$ cat config.mk
export PLATFORM = sky130hd
export DESIGN_NAME = scr_bank
export DESIGN_NICKNAME = d
export VERILOG_FILES = /design/src/scr_pkg.sv /design/src/scr_bank.sv /design/src/scr_edge.sv /design/src/scr_sync.sv
export VERILOG_INCLUDE_DIRS = /design/src
export SDC_FILE = /design/constraint.sdc
export NUM_CORES = 1
export LEC_CHECK = 0
export BUFFER_PORTS_ARGS = -buffer_cell sky130_fd_sc_hd__buf_2
export CAP_MARGIN = 40
export CORE_MARGIN = 3
export CORE_UTILIZATION = 30
export CTS_CLUSTER_DIAMETER = 80
export DETAILED_ROUTE_END_ITERATION = 12
export MAX_ROUTING_LAYER = met4
export PLACE_DENSITY = 0.45
export RECOVER_POWER = 100
export SYNTH_ARGS = -nofsm -noshare
export SYNTH_HDL_FRONTEND = slang
export SYNTH_SLANG_ARGS = --single-unit
export TNS_END_PERCENT = 50
$ cat constraint.sdc
create_clock -name CLK -period 6.6 [get_ports CLK]
set_input_delay 1.32 -clock CLK [delete_from_list [all_inputs] [get_ports CLK]]
set_output_delay 1.32 -clock CLK [all_outputs]
set_load 0.01 [all_outputs]
$ cat src/scr_consts.svh
// constants for the serial configuration register bank
`ifndef SCR_CONSTS_SVH
`define SCR_CONSTS_SVH
`define SCR_A_CFG_PRI    15'h0000
`define SCR_A_CFG_SEC    15'h0001
`define SCR_A_PWR        15'h0002
`define SCR_A_CLASS      15'h0003
`define SCR_A_PID_LO     15'h0004
`define SCR_A_PID_HI     15'h0005
`define SCR_A_GRADE      15'h0006
`define SCR_A_SCRATCH    15'h000a
`define SCR_A_REV        15'h000b
`define SCR_A_MAKER_LO   15'h000c
`define SCR_A_MAKER_HI   15'h000d
`define SCR_A_XFER       15'h000f
`define SCR_A_PIN_GATE   15'h003f
`define SCR_A_PIN_PRI    15'h0040
`define SCR_A_PIN_SEC    15'h0041
`define SCR_A_DIV_ALIGN  15'h010a
`define SCR_A_DIV_STAT   15'h010b
`define SCR_RST_PIN_PRI  8'h3f
`define SCR_RST_ZERO     8'h00
`define SCR_PWR_NORMAL   2'h0
`define SCR_PWR_STANDBY  2'h2
`define SCR_PWR_DOWN     2'h3
`define SCR_PINF_DOWN    2'h0
`define SCR_PINF_STBY    2'h1
`define SCR_AUX_FD       3'h0
`define SCR_AUX_FRAME    3'h1
`define SCR_AUX_SECOND   3'h6
`define SCR_AUX_OFF      3'h7
`define SCR_SEC_NCO      4'h0
`define SCR_XFER_CYC     4'h4
`define SCR_SOFT_RST_CYC 4'h8
`endif

$ cat src/scr_pkg.sv
// types shared by the serial configuration register bank
package scr_pkg;
	typedef enum logic [1:0] {SCR_IDLE, SCR_INSTR, SCR_DATA} scr_phase_type;
	typedef struct packed {
		logic [1:0] s;
		logic [1:0] c;
		logic [1:0] d;
	} scr_sync_type;
endpackage

$ cat src/scr_bank.sv
// serial-port configuration and identification register bank
`timescale 1ns/1ps
`include "scr_consts.svh"
module scr_bank
	import scr_pkg::*;
#(
	parameter logic [7:0] CLASS_CODE = 8'h11, // arbitrary value
	parameter logic [15:0] PART_ID   = 16'h2233, // arbitrary value
	parameter logic [3:0] GRADE_CODE = 4'h5, // arbitrary value
	parameter logic [7:0] REV_CODE   = 8'h07, // arbitrary value
	parameter logic [15:0] MAKER_ID  = 16'h6789 // arbitrary value
)(
	// clock and reset
	input  wire logic       CLK,
	input  wire logic       RSTN,
	// serial port pins
	input  wire logic       SCLK,
	input  wire logic       CHIP_SELECT_N,
	input  wire logic       SDIO_IN,
	output logic            SDIO_OUT,
	output logic            SDIO_OE_N,
	// device pins and events
	input  wire logic       POWERDOWN_STANDBY_PIN,
	input  wire logic       SYSREF_CAPTURE,
	input  wire logic [3:0] DIVIDER_PHASE,
	input  wire logic       FAST_DETECT_FLAG,
	input  wire logic       FRAME_CLOCK,
	input  wire logic       XFER_DONE,
	// controls to the device
	output logic [1:0]      POWER_STATE,
	output logic            DATAPATH_RESET,
	output logic            XFER_REQUEST,
	output logic            FAST_DETECT_AUX_PIN,
	output logic            AUX_PIN_TWO_NCO_SELECT,
	output logic            DIVIDER_REALIGN,
	output logic [3:0]      DIVIDER_OFFSET,
	output logic [3:0]      DIVIDER_PHASE_OFFSET_PROG
);
	// ****************************************
	// state
	// ****************************************
	typedef struct packed {
		scr_phase_type phase;
		logic [3:0]    cnt;
		logic [23:0]   sh;
		logic          rd;
		logic [14:0]   addr;
		logic [7:0]    rdata;
		logic          lsb_first;
		logic          ascend;
		logic [1:0]    pmode;
		logic [7:0]    scratch;
		logic          xfer;
		logic          gate;
		logic [7:0]    pin_pri;
		logic [3:0]    pin_sec;
		logic          auto_ph;
		logic [1:0]    neg_win;
		logic [1:0]    pos_win;
		logic [3:0]    ph_stat;
		logic [3:0]    soft_cnt;
		logic [3:0]    dp_cnt;
		logic          sdo;
		logic          oe_n;
		logic [1:0]    pstate;
		logic          fd_out;
		logic          nco_sel;
		logic          realign;
		logic [3:0]    offset;
		logic          dp_rst;
	} scr_state_type;
	scr_state_type r;
	scr_state_type next_r;
	logic sclk_s;
	logic cs_n_s;
	logic sdi_s;
	logic pin_s;
	logic sclk_rise;
	logic sclk_fall;
	logic sclk_low;
	logic [7:0] rd_byte;
	logic [7:0] wbyte;
	logic       in_bit;
	// ****************************************
	// pin synchronisers
	// ****************************************
	scr_sync u_sclk (.clk(CLK), .rstn(RSTN), .pin(SCLK), .level(sclk_s));
	scr_sync u_csn (.clk(CLK), .rstn(RSTN), .pin(CHIP_SELECT_N),
		.level(cs_n_s));
	scr_sync u_sdi (.clk(CLK), .rstn(RSTN), .pin(SDIO_IN), .level(sdi_s));
	scr_sync u_pin (.clk(CLK), .rstn(RSTN), .pin(POWERDOWN_STANDBY_PIN),
		.level(pin_s));
	scr_edge u_rise (.clk(CLK), .rstn(RSTN), .level(sclk_s),
		.rise(sclk_rise));
	scr_edge u_fall (.clk(CLK), .rstn(RSTN), .level(sclk_low),
		.rise(sclk_fall));
	assign sclk_low = ~sclk_s;
	// ****************************************
	// read mux
	// ****************************************
	always_comb begin
		rd_byte = 8'h00;
		unique case (r.addr)
			`SCR_A_CFG_PRI:   rd_byte = {1'b0, r.lsb_first, r.ascend, 2'h0,
				r.ascend, r.lsb_first, 1'b0};
			`SCR_A_PWR:       rd_byte = {6'h0, r.pmode};
			`SCR_A_CLASS:     rd_byte = CLASS_CODE;
			`SCR_A_PID_LO:    rd_byte = PART_ID[7:0];
			`SCR_A_PID_HI:    rd_byte = PART_ID[15:8];
			`SCR_A_GRADE:     rd_byte = {GRADE_CODE, 4'h0};
			`SCR_A_SCRATCH:   rd_byte = r.scratch;
			`SCR_A_REV:       rd_byte = REV_CODE;
			`SCR_A_MAKER_LO:  rd_byte = MAKER_ID[7:0];
			`SCR_A_MAKER_HI:  rd_byte = MAKER_ID[15:8];
			`SCR_A_XFER:      rd_byte = {7'h0, r.xfer};
			`SCR_A_PIN_GATE:  rd_byte = {r.gate, 7'h0};
			`SCR_A_PIN_PRI:   rd_byte = r.pin_pri;
			`SCR_A_PIN_SEC:   rd_byte = {r.pin_sec, 4'h0};
			`SCR_A_DIV_ALIGN: rd_byte = {r.auto_ph, 3'h0, r.neg_win, r.pos_win};
			`SCR_A_DIV_STAT:  rd_byte = {4'h0, r.ph_stat};
			default:          rd_byte = 8'h00;
		endcase
	end
	// ****************************************
	// next state
	// ****************************************
	always_comb begin
		next_r = r;
		in_bit = sdi_s;
		wbyte = r.lsb_first ? {in_bit, r.sh[7:1]} : {r.sh[6:0], in_bit};
		if (r.soft_cnt != 4'h0) begin
			next_r.soft_cnt = r.soft_cnt - 4'h1;
		end
		if (r.dp_cnt != 4'h0) begin
			next_r.dp_cnt = r.dp_cnt - 4'h1;
		end
		// transfer done clears first so a new write in the same cycle wins
		if (r.xfer && XFER_DONE) begin
			next_r.xfer = 1'b0;
		end
		// serial framing
		if (cs_n_s) begin
			next_r.phase = SCR_IDLE;
			next_r.cnt = 4'h0;
			next_r.oe_n = 1'b1;
		end else if (sclk_rise) begin
			next_r.sh = {r.sh[22:0], in_bit};
			next_r.cnt = r.cnt + 4'h1;
			unique case (r.phase)
				SCR_IDLE, SCR_INSTR: begin
					next_r.phase = SCR_INSTR;
					if (r.cnt == 4'hf) begin
						next_r.rd = r.sh[14];
						next_r.addr = {r.sh[13:0], in_bit};
						next_r.phase = SCR_DATA;
						next_r.cnt = 4'h0;
					end
				end
				SCR_DATA: begin
					if (r.lsb_first) begin
						next_r.sh[7:0] = wbyte;
					end
					if (r.cnt == 4'h7) begin
						next_r.cnt = 4'h0;
						next_r.addr = r.ascend ? r.addr + 15'h1 : r.addr - 15'h1;
						if (!r.rd) begin
							unique case (r.addr)
								`SCR_A_CFG_PRI: begin
									if (wbyte[7] | wbyte[0]) begin
										next_r.soft_cnt = `SCR_SOFT_RST_CYC;
									end
									next_r.lsb_first = wbyte[1] | wbyte[6];
									next_r.ascend = wbyte[2] | wbyte[5];
								end
								`SCR_A_CFG_SEC: begin
									if (wbyte[1]) begin
										next_r.dp_cnt = `SCR_SOFT_RST_CYC;
									end
								end
								`SCR_A_PWR:       next_r.pmode = wbyte[1:0];
								`SCR_A_SCRATCH:   next_r.scratch = wbyte;
								`SCR_A_XFER:      next_r.xfer = next_r.xfer | wbyte[0];
								`SCR_A_PIN_GATE:  next_r.gate = wbyte[7];
								`SCR_A_PIN_PRI:   next_r.pin_pri = wbyte;
								`SCR_A_PIN_SEC:   next_r.pin_sec = wbyte[7:4];
								`SCR_A_DIV_ALIGN: begin
									next_r.auto_ph = wbyte[7];
									next_r.neg_win = wbyte[3:2];
									next_r.pos_win = wbyte[1:0];
								end
								default: next_r.scratch = r.scratch;
							endcase
						end
					end
				end
				default: next_r.phase = SCR_IDLE;
			endcase
		end else if (sclk_fall && r.phase == SCR_DATA && r.rd) begin
			// read byte is latched at its first bit then shifted out
			if (r.cnt == 4'h0) begin
				next_r.rdata = rd_byte;
			end
			next_r.oe_n = 1'b0;
			next_r.sdo = r.lsb_first ? ((r.cnt == 4'h0) ? rd_byte[0] :
				r.rdata[r.cnt[2:0]]) : ((r.cnt == 4'h0) ? rd_byte[7] :
				r.rdata[3'h7 - r.cnt[2:0]]);
		end
		// pin override of the power mode
		next_r.pstate = r.pmode;
		if (!r.gate && pin_s) begin
			if (r.pin_pri[7:6] == `SCR_PINF_DOWN) begin
				next_r.pstate = `SCR_PWR_DOWN;
			end else if (r.pin_pri[7:6] == `SCR_PINF_STBY) begin
				next_r.pstate = `SCR_PWR_STANDBY;
			end
		end
		// aux pins
		unique case (r.pin_pri[2:0])
			`SCR_AUX_FD:    next_r.fd_out = FAST_DETECT_FLAG;
			`SCR_AUX_FRAME: next_r.fd_out = FRAME_CLOCK;
			default:        next_r.fd_out = 1'b0;
		endcase
		next_r.nco_sel = (r.pin_pri[5:3] == `SCR_AUX_SECOND) &&
			(r.pin_sec == `SCR_SEC_NCO);
		// divider phase alignment
		next_r.realign = 1'b0;
		if (r.auto_ph && SYSREF_CAPTURE) begin
			next_r.realign = 1'b1;
			next_r.ph_stat = DIVIDER_PHASE;
			next_r.offset = DIVIDER_PHASE + DIVIDER_PHASE_OFFSET_PROG;
		end
		// soft reset restores defaults on the last count
		if (r.soft_cnt == 4'h1) begin
			next_r = '0;
			next_r.pin_pri = `SCR_RST_PIN_PRI;
			next_r.oe_n = 1'b1;
			next_r.phase = SCR_IDLE;
		end
		next_r.dp_rst = (next_r.dp_cnt != 4'h0) ||
			(next_r.pstate == `SCR_PWR_DOWN);
	end
	// ****************************************
	// registers
	// ****************************************
	always_ff @(posedge CLK or negedge RSTN) begin
		if (!RSTN) begin
			r <= '0;
			r.pin_pri <= `SCR_RST_PIN_PRI;
			r.oe_n <= 1'b1;
			r.phase <= SCR_IDLE;
		end else begin
			r <= next_r;
		end
	end
	assign DIVIDER_PHASE_OFFSET_PROG = 4'h0;
	assign SDIO_OUT = r.sdo;
	assign SDIO_OE_N = r.oe_n;
	assign POWER_STATE = r.pstate;
	assign DATAPATH_RESET = r.dp_rst;
	assign XFER_REQUEST = r.xfer;
	assign FAST_DETECT_AUX_PIN = r.fd_out;
	assign AUX_PIN_TWO_NCO_SELECT = r.nco_sel;
	assign DIVIDER_REALIGN = r.realign;
	assign DIVIDER_OFFSET = r.offset;
	// ****************************************
	// checks
	// ****************************************
	a_xfer_hold: assert property (@(posedge CLK) disable iff (!RSTN)
		r.xfer && !XFER_DONE |=> r.xfer)
		else $error("transfer bit cleared early");
	a_pin_down: assert property (@(posedge CLK) disable iff (!RSTN)
		!r.gate && pin_s && r.pin_pri[7:6] == 2'h0 |=> POWER_STATE == 2'h3)
		else $error("pin did not force power-down");
	a_gate_ignore: assert property (@(posedge CLK) disable iff (!RSTN)
		r.gate |=> POWER_STATE == $past(r.pmode))
		else $error("gated pin changed power state");
	a_realign_cap: assert property (@(posedge CLK) disable iff (!RSTN)
		r.auto_ph && SYSREF_CAPTURE |=> DIVIDER_REALIGN &&
		r.ph_stat == $past(DIVIDER_PHASE))
		else $error("phase not captured");
	a_no_realign: assert property (@(posedge CLK) disable iff (!RSTN)
		!r.auto_ph |=> !DIVIDER_REALIGN)
		else $error("realign while disabled");
	a_soft_clear: assert property (@(posedge CLK) disable iff (!RSTN)
		r.soft_cnt == 4'h1 |=> r.scratch == 8'h00 && !r.lsb_first)
		else $error("soft reset left state");
	a_dp_pulse: assert property (@(posedge CLK) disable iff (!RSTN)
		$rose(r.dp_cnt != 4'h0) |-> (r.dp_cnt != 4'h0) [*8] ##1
		r.dp_cnt == 4'h0)
		else $error("datapath reset length wrong");
	a_fd_off: assert property (@(posedge CLK) disable iff (!RSTN)
		r.pin_pri[2:0] == 3'h7 |=> !FAST_DETECT_AUX_PIN)
		else $error("disabled aux pin driven");
	a_nco_sel: assert property (@(posedge CLK) disable iff (!RSTN)
		r.pin_pri[5:3] != 3'h6 |=> !AUX_PIN_TWO_NCO_SELECT)
		else $error("secondary function used wrongly");
	c_read: cover property (@(posedge CLK) $fell(SDIO_OE_N));
	c_soft: cover property (@(posedge CLK) r.soft_cnt == 4'h1);
	c_xfer: cover property (@(posedge CLK) r.xfer ##1 !r.xfer);
	c_stby: cover property (@(posedge CLK) POWER_STATE == 2'h2);
endmodule // scr_bank

$ cat src/scr_edge.sv
// rising edge detector on a synchronised level
`timescale 1ns/1ps
module scr_edge
	import scr_pkg::*;
(
	// clock and reset
	input  wire logic clk,
	input  wire logic rstn,
	// level and pulse
	input  wire logic level,
	output logic      rise
);
	logic prev;
	logic next_prev;
	always_comb begin
		next_prev = level;
	end
	always_ff @(posedge clk or negedge rstn) begin
		if (!rstn) begin
			prev <= 1'b0;
		end else begin
			prev <= next_prev;
		end
	end
	assign rise = level & ~prev;
endmodule // scr_edge

$ cat src/scr_sync.sv
// two flip-flop synchroniser for one pin
`timescale 1ns/1ps
module scr_sync
	import scr_pkg::*;
(
	// clock and reset
	input  wire logic clk,
	input  wire logic rstn,
	// pin and result
	input  wire logic pin,
	output logic      level
);
	logic [1:0] state;
	logic [1:0] next_state;
	always_comb begin
		next_state = {state[0], pin};
	end
	always_ff @(posedge clk or negedge rstn) begin
		if (!rstn) begin
			state <= 2'h0;
		end else begin
			state <= next_state;
		end
	end
	assign level = state[1];
endmodule // scr_sync
# Word-level counts from Yosys, hierarchy flattened
# Cells that the tools add are included.
dict set report word_totals {
  regBits 118
  in_bits 14
  output_inout_bits 17
  elab_cells 193
}
dict set report op_classes {
  n_addsub 6
  magnitude_cmp 2
  eq_ne 32
  n_mux 60
  bitwise 9
  n_reduce_logical 50
}
# op n
set ops {}
lappend ops {{$pmux W8 S16} 1}
lappend ops {{$mux W31} 4}
lappend ops {{$mux W109} 1}
lappend ops {{$mux W8} 12}
lappend ops {{$mux W79} 1}
lappend ops {{$eq A15 B4 Y1 const B} 5}
lappend ops {{$mux W46} 1}
lappend ops {{$eq A15 B3 Y1 const B} 3}
lappend ops {{$reduce_and A6 Y1} 7}
lappend ops {{$mux W4} 9}
lappend ops {{$eq A15 B2 Y1 const B} 2}
lappend ops {{$eq A15 B7 Y1 const B} 2}
lappend ops {{$eq A15 B9 Y1 const B} 2}
lappend ops {{$mux W15} 2}
lappend ops {{$pmux W15 S2} 1}
lappend ops {{$reduce_bool A2 Y1} 15}
lappend ops {{$mux W16} 1}
lappend ops {{$add A15 B1 Y15 const B} 1}
lappend ops {{$eq A15 B1 Y1 const B} 1}
lappend ops {{$eq A15 B6 Y1 const B} 1}
lappend ops {{$logic_not A15 Y1} 1}
lappend ops {{$sub A15 B1 Y15 const B} 1}
lappend ops {{$mux W2} 7}
lappend ops {{$mux W6} 2}
lappend ops {{other kinds (39)} 76}

# Depth between registers and ports, before layout
dict set report logic_depth {
  depth_word 12
  mapped_depth 8
  ltp_nobuf 7
}

# Hierarchy
# A second synthesis with hierarchy kept.
dict set report hier_totals {
  hier_cells 691
  area_unflattened_um2 6348.6
}
# module n_inst cells_each area_per_inst_um2 seq_area_each_um2
set modules_own_cells {}
lappend modules_own_cells {scr_bank 1 679 6070.8 2511.2}
lappend modules_own_cells {scr_sync 4 2 50.0 50.0}
lappend modules_own_cells {scr_edge 2 2 38.8 25.0}

# Worst setup path after synthesis
# Ideal clock, no wire load.
dict set report synth_timing {
  path_kind {flip-flop to flip-flop}
  start {register r[104] in the netlist's numbering}
  end {register r[31] in the netlist's numbering}
  setup_ps 125
  arrival_ps 2447
  path_slack_ps 4028
  path_stages_with_launch 8
  n_path_buf 1
  period_less_slack_ps 2572
  path_cell_list {dfrtp_1 > ha_1 > or4bb_1 > or3_1 > buf_2 > or3_1 > nand2_1 > mux2_2}
}
dict set report synth_via {
  elab_chain_cells 3
}
# element line
set synth_rtl {}
lappend synth_rtl {{start, declared} scr_bank.sv:72} ;# scr_state_type r;
lappend synth_rtl {{start signal, assigned} scr_bank.sv:252} ;# r <= next_r;
lappend synth_rtl {{$eq A4 B3 Y1} scr_bank.sv:163} ;# if (r.cnt == 4'h7) begin
lappend synth_rtl {{$reduce_bool A2 Y1 (no line)} n/a}
lappend synth_rtl {{$reduce_and A6 Y1 (no line)} n/a}
# Every way passes these cells.
# A chain may end at the register's enable or synchronous reset.

==> flow_metrics.tcl <==
set metrics [dict create \
    rows 52 \
    finalNetCount 709 \
    synth-edff-count 0 \
    area.sequential_um2 2760 \
    yosysUniqueCellTypes 64 \
    worstSetupStartpointType "primary input" \
    finalSetupViolations 0 \
    cts-root-buf "clkbuf_16" \
    path_clk_slew_ns 0.08 \
    yosys_most_used_dff "dfrtp_1" \
    grt_pass1_wl_um 29500 \
    grt_pass1_vias 4989 \
    reg2reg_setup_slack_ns 2.84 \
    htreeDepth 3 \
    dr.pass1.iters 5 \
    hold_path_depth 0 \
    antenna_found_initial 0 \
    fp.dieW_um 150 \
    ff2ff_path_depth 5 \
    dpl.hpwl_um 12800 \
    final_common_cell "dfrtp_1" \
    cts_tree "yes" \
    cts_setup_buffers 0 \
    synth_seq_area_share 0.442 \
    final_cell_mix "103 x dfrtp_1, 77 x nor2_1, 65 x nand2_1" \
    drt-wirelength-per-cell_um 19.2 \
    grt-ovfl-total 0 \
    n_fill_cell 2127 \
    place_inst 943 \
    r2r_start "r[65]" \
    crit_type "primary input to async pin" \
    multi_input_area_um2 3190 \
    vias 5303 \
    post_synth_inst_count 690 \
    power_density_nw_per_um2 212 \
    cp_slowest_cell "clkbuf_1" \
    numCtsBuffers 9 \
    cts_resized 0 \
    die_height_um 150 \
    whs_endpoint "u_pin.state[1]" \
    crit_required_ns 7.01 \
    postRouteAntennaNets 0 \
    leakage_uw 0.00292 \
    fmax_mhz 246 \
    max_slew_margin -1.13 \
    drtIter0Drc 383 \
    diodes 0 \
    cts_sinks 110 \
    finalCritPeriodShare 0.615 \
    critPathTopFamily "buffers and inverters" \
    grt_max_degree 74 \
    max_cap_violations 2 \
    drcViolationCount 0 \
    portBuffers 26 \
    grt_setup_unrepaired "no" \
    wirelength_um 18400 \
    cp_max_fo 56 \
    yosys_register_bits 110 \
    syn_area_um2 6250 \
    synthArstFlopShare 1.00 \
    finalPower_uw 1440 \
    max-vdd-ir-drop_uv 101 \
    outcome "finished with violations" \
    via_per_inst 5.53 \
    hold_viol_final 0 \
    cp_num_buf_inv 2 \
    die-area_um2 22600 \
    slew_violations 67 \
    clk_latency_ns 0.35 \
    end_kind "async pin" \
    worstMarginPinSlew_ns 3.19 \
    core_area_um2 20400 \
    synth_warnings 0 \
    min_path_type "flop to flop" \
    hp-start "u_pin.state[0]" \
    syn_avg_cell_area_um2 9.06 \
    worst_path_largest_cell_delay_ns 2.20 \
    cp.arrival_ns 4.47 \
    grt.total_usage 0.172 \
    fin_cells 959 \
    gp_congestion 0.885 \
    cp_cell_sequence "clkbuf_1 -> buf_4" \
    skew_ns 0.00670 \
    violations "capacitance limit, slew limit" \
    clock_path_buffers 2 \
    hold_buffers 0 \
    fin_tns_setup_ns 0 \
    fin_crit_ns 4.06 \
    r2r-end "r[39]" \
    start_util 0.307 \
    drive_gt1_frac 0.102 \
    area_delta_synth_final_pct 8.97 \
    io_pins 31 \
]
## registers in the layout, indices dropped and copies added, names as in the netlist, 2 cells and up
name            cells
r                  87
DIVIDER_OFFSET      4
u_pin.state         2
u_sclk.state        2
u_sdi.state         2
POWER_STATE         2
u_csn.state         2
## cells by family (layout without fill, tap and decap cells)
group / count (synthesis) / count (layout) / share of synthesized area
other cells: 1 / 4 / 0.000600
mux: 44 / 44 / 0.0798
buf+inv: 65 / 61 / 0.0458
simple gates: 294 / 294 / 0.242
xor+xnor: 4 / 4 / 0.00560
compound gates: 161 / 161 / 0.162
flops: 110 / 110 / 0.442
fa+ha+maj: 11 / 11 / 0.0220
## cell type report
| cell class | instances | share of cell area |
|---|---|---|
| Inverter | 12 | 0.00661 |
| Timing Repair Buffer | 33 | 0.0248 |
| Multi-Input combinational cell | 518 | 0.469 |
| Clock inverter | 5 | 0.00955 |
| Clock buffer | 11 | 0.0356 |
| Sequential cell | 110 | 0.405 |
| Tap cell | 270 | 0.0496 |
## how the worst max path moves through the flow
| stage | depth (start not counted) | slack, ns | start | endpoint |
|---|---|---|---|---|
| floorplan | 7 | 4.03 | r[104] | r[31] |
| global placement | 6 | 3.69 | r[103] | DATAPATH_RESET |
| detailed placement | 6 | 3.63 | r[103] | r[32] |
| CTS | 6 | 3.61 | r[103] | DATAPATH_RESET |
| global route | 2 | 1.84 | RSTN | r[81] |
| finish | 2 | 2.54 | RSTN | r[90] |
## through the flow
step | worst slack [ns] | hold WS, ns | cell area [µm²] | util
6_report | 2.54 | 0.348 | 6810 | 0.335
2_1_floorplan | 4.03 | 0.331 | 6260 | -
5_1_grt | 1.84 | 0.356 | 6810 | 0.335
4_1_cts | 3.61 | 0.347 | 6870 | 0.337
3_5_place_dp | 3.63 | 0.335 | 6570 | 0.322
3_3_place_gp | 3.69 | 0.335 | 6550 | 0.322
## Yosys cell counts (all sizes together) (5+ instances only)
library cell    n  area [µm²]
dfrtp         103        2580
nor2           77         289
nand2          65         244
a21oi          62         310
clkbuf         34         128
nand3          30         150
mux2i          24         240
buf            19         114
o21ai          19        95.1
a211oi         18         135
mux2           17         191
and3           14        88.8
nand2b         14        87.6
nor3           14        86.3
inv            12        45.0
or3            12        76.3
ha             11         138
nand4          11        68.8
nor2b          11        68.8
nor4           11        75.1
a31oi          10        62.6
and2            9        56.3
a22oi           8        60.1
dfstp           7         184
o22ai           6        37.5
o31ai           6        45.0
a21o            5        37.5
nand3b          5        37.5
## where the power goes
| part | switching [µW] | internal (µW) | total (µW) |
|---|---|---|---|
| Combinational | 66.7 | 45.7 | 112 |
| Clock | 265 | 310 | 575 |
| Sequential | 44.6 | 710 | 754 |
| Total | 377 | 1070 | 1440 |
## metal layers
| metal | global-route usage | part of all wire |
|---|---|---|
| met3 | 0.0283 | 0.039 |
| met2 | 0.259 | 0.47 |
| met5 | - | 0 |
| met4 | 0.0403 | 0.014 |
| met1 | 0.244 | 0.48 |
Power figures use the tool's default switching activity.
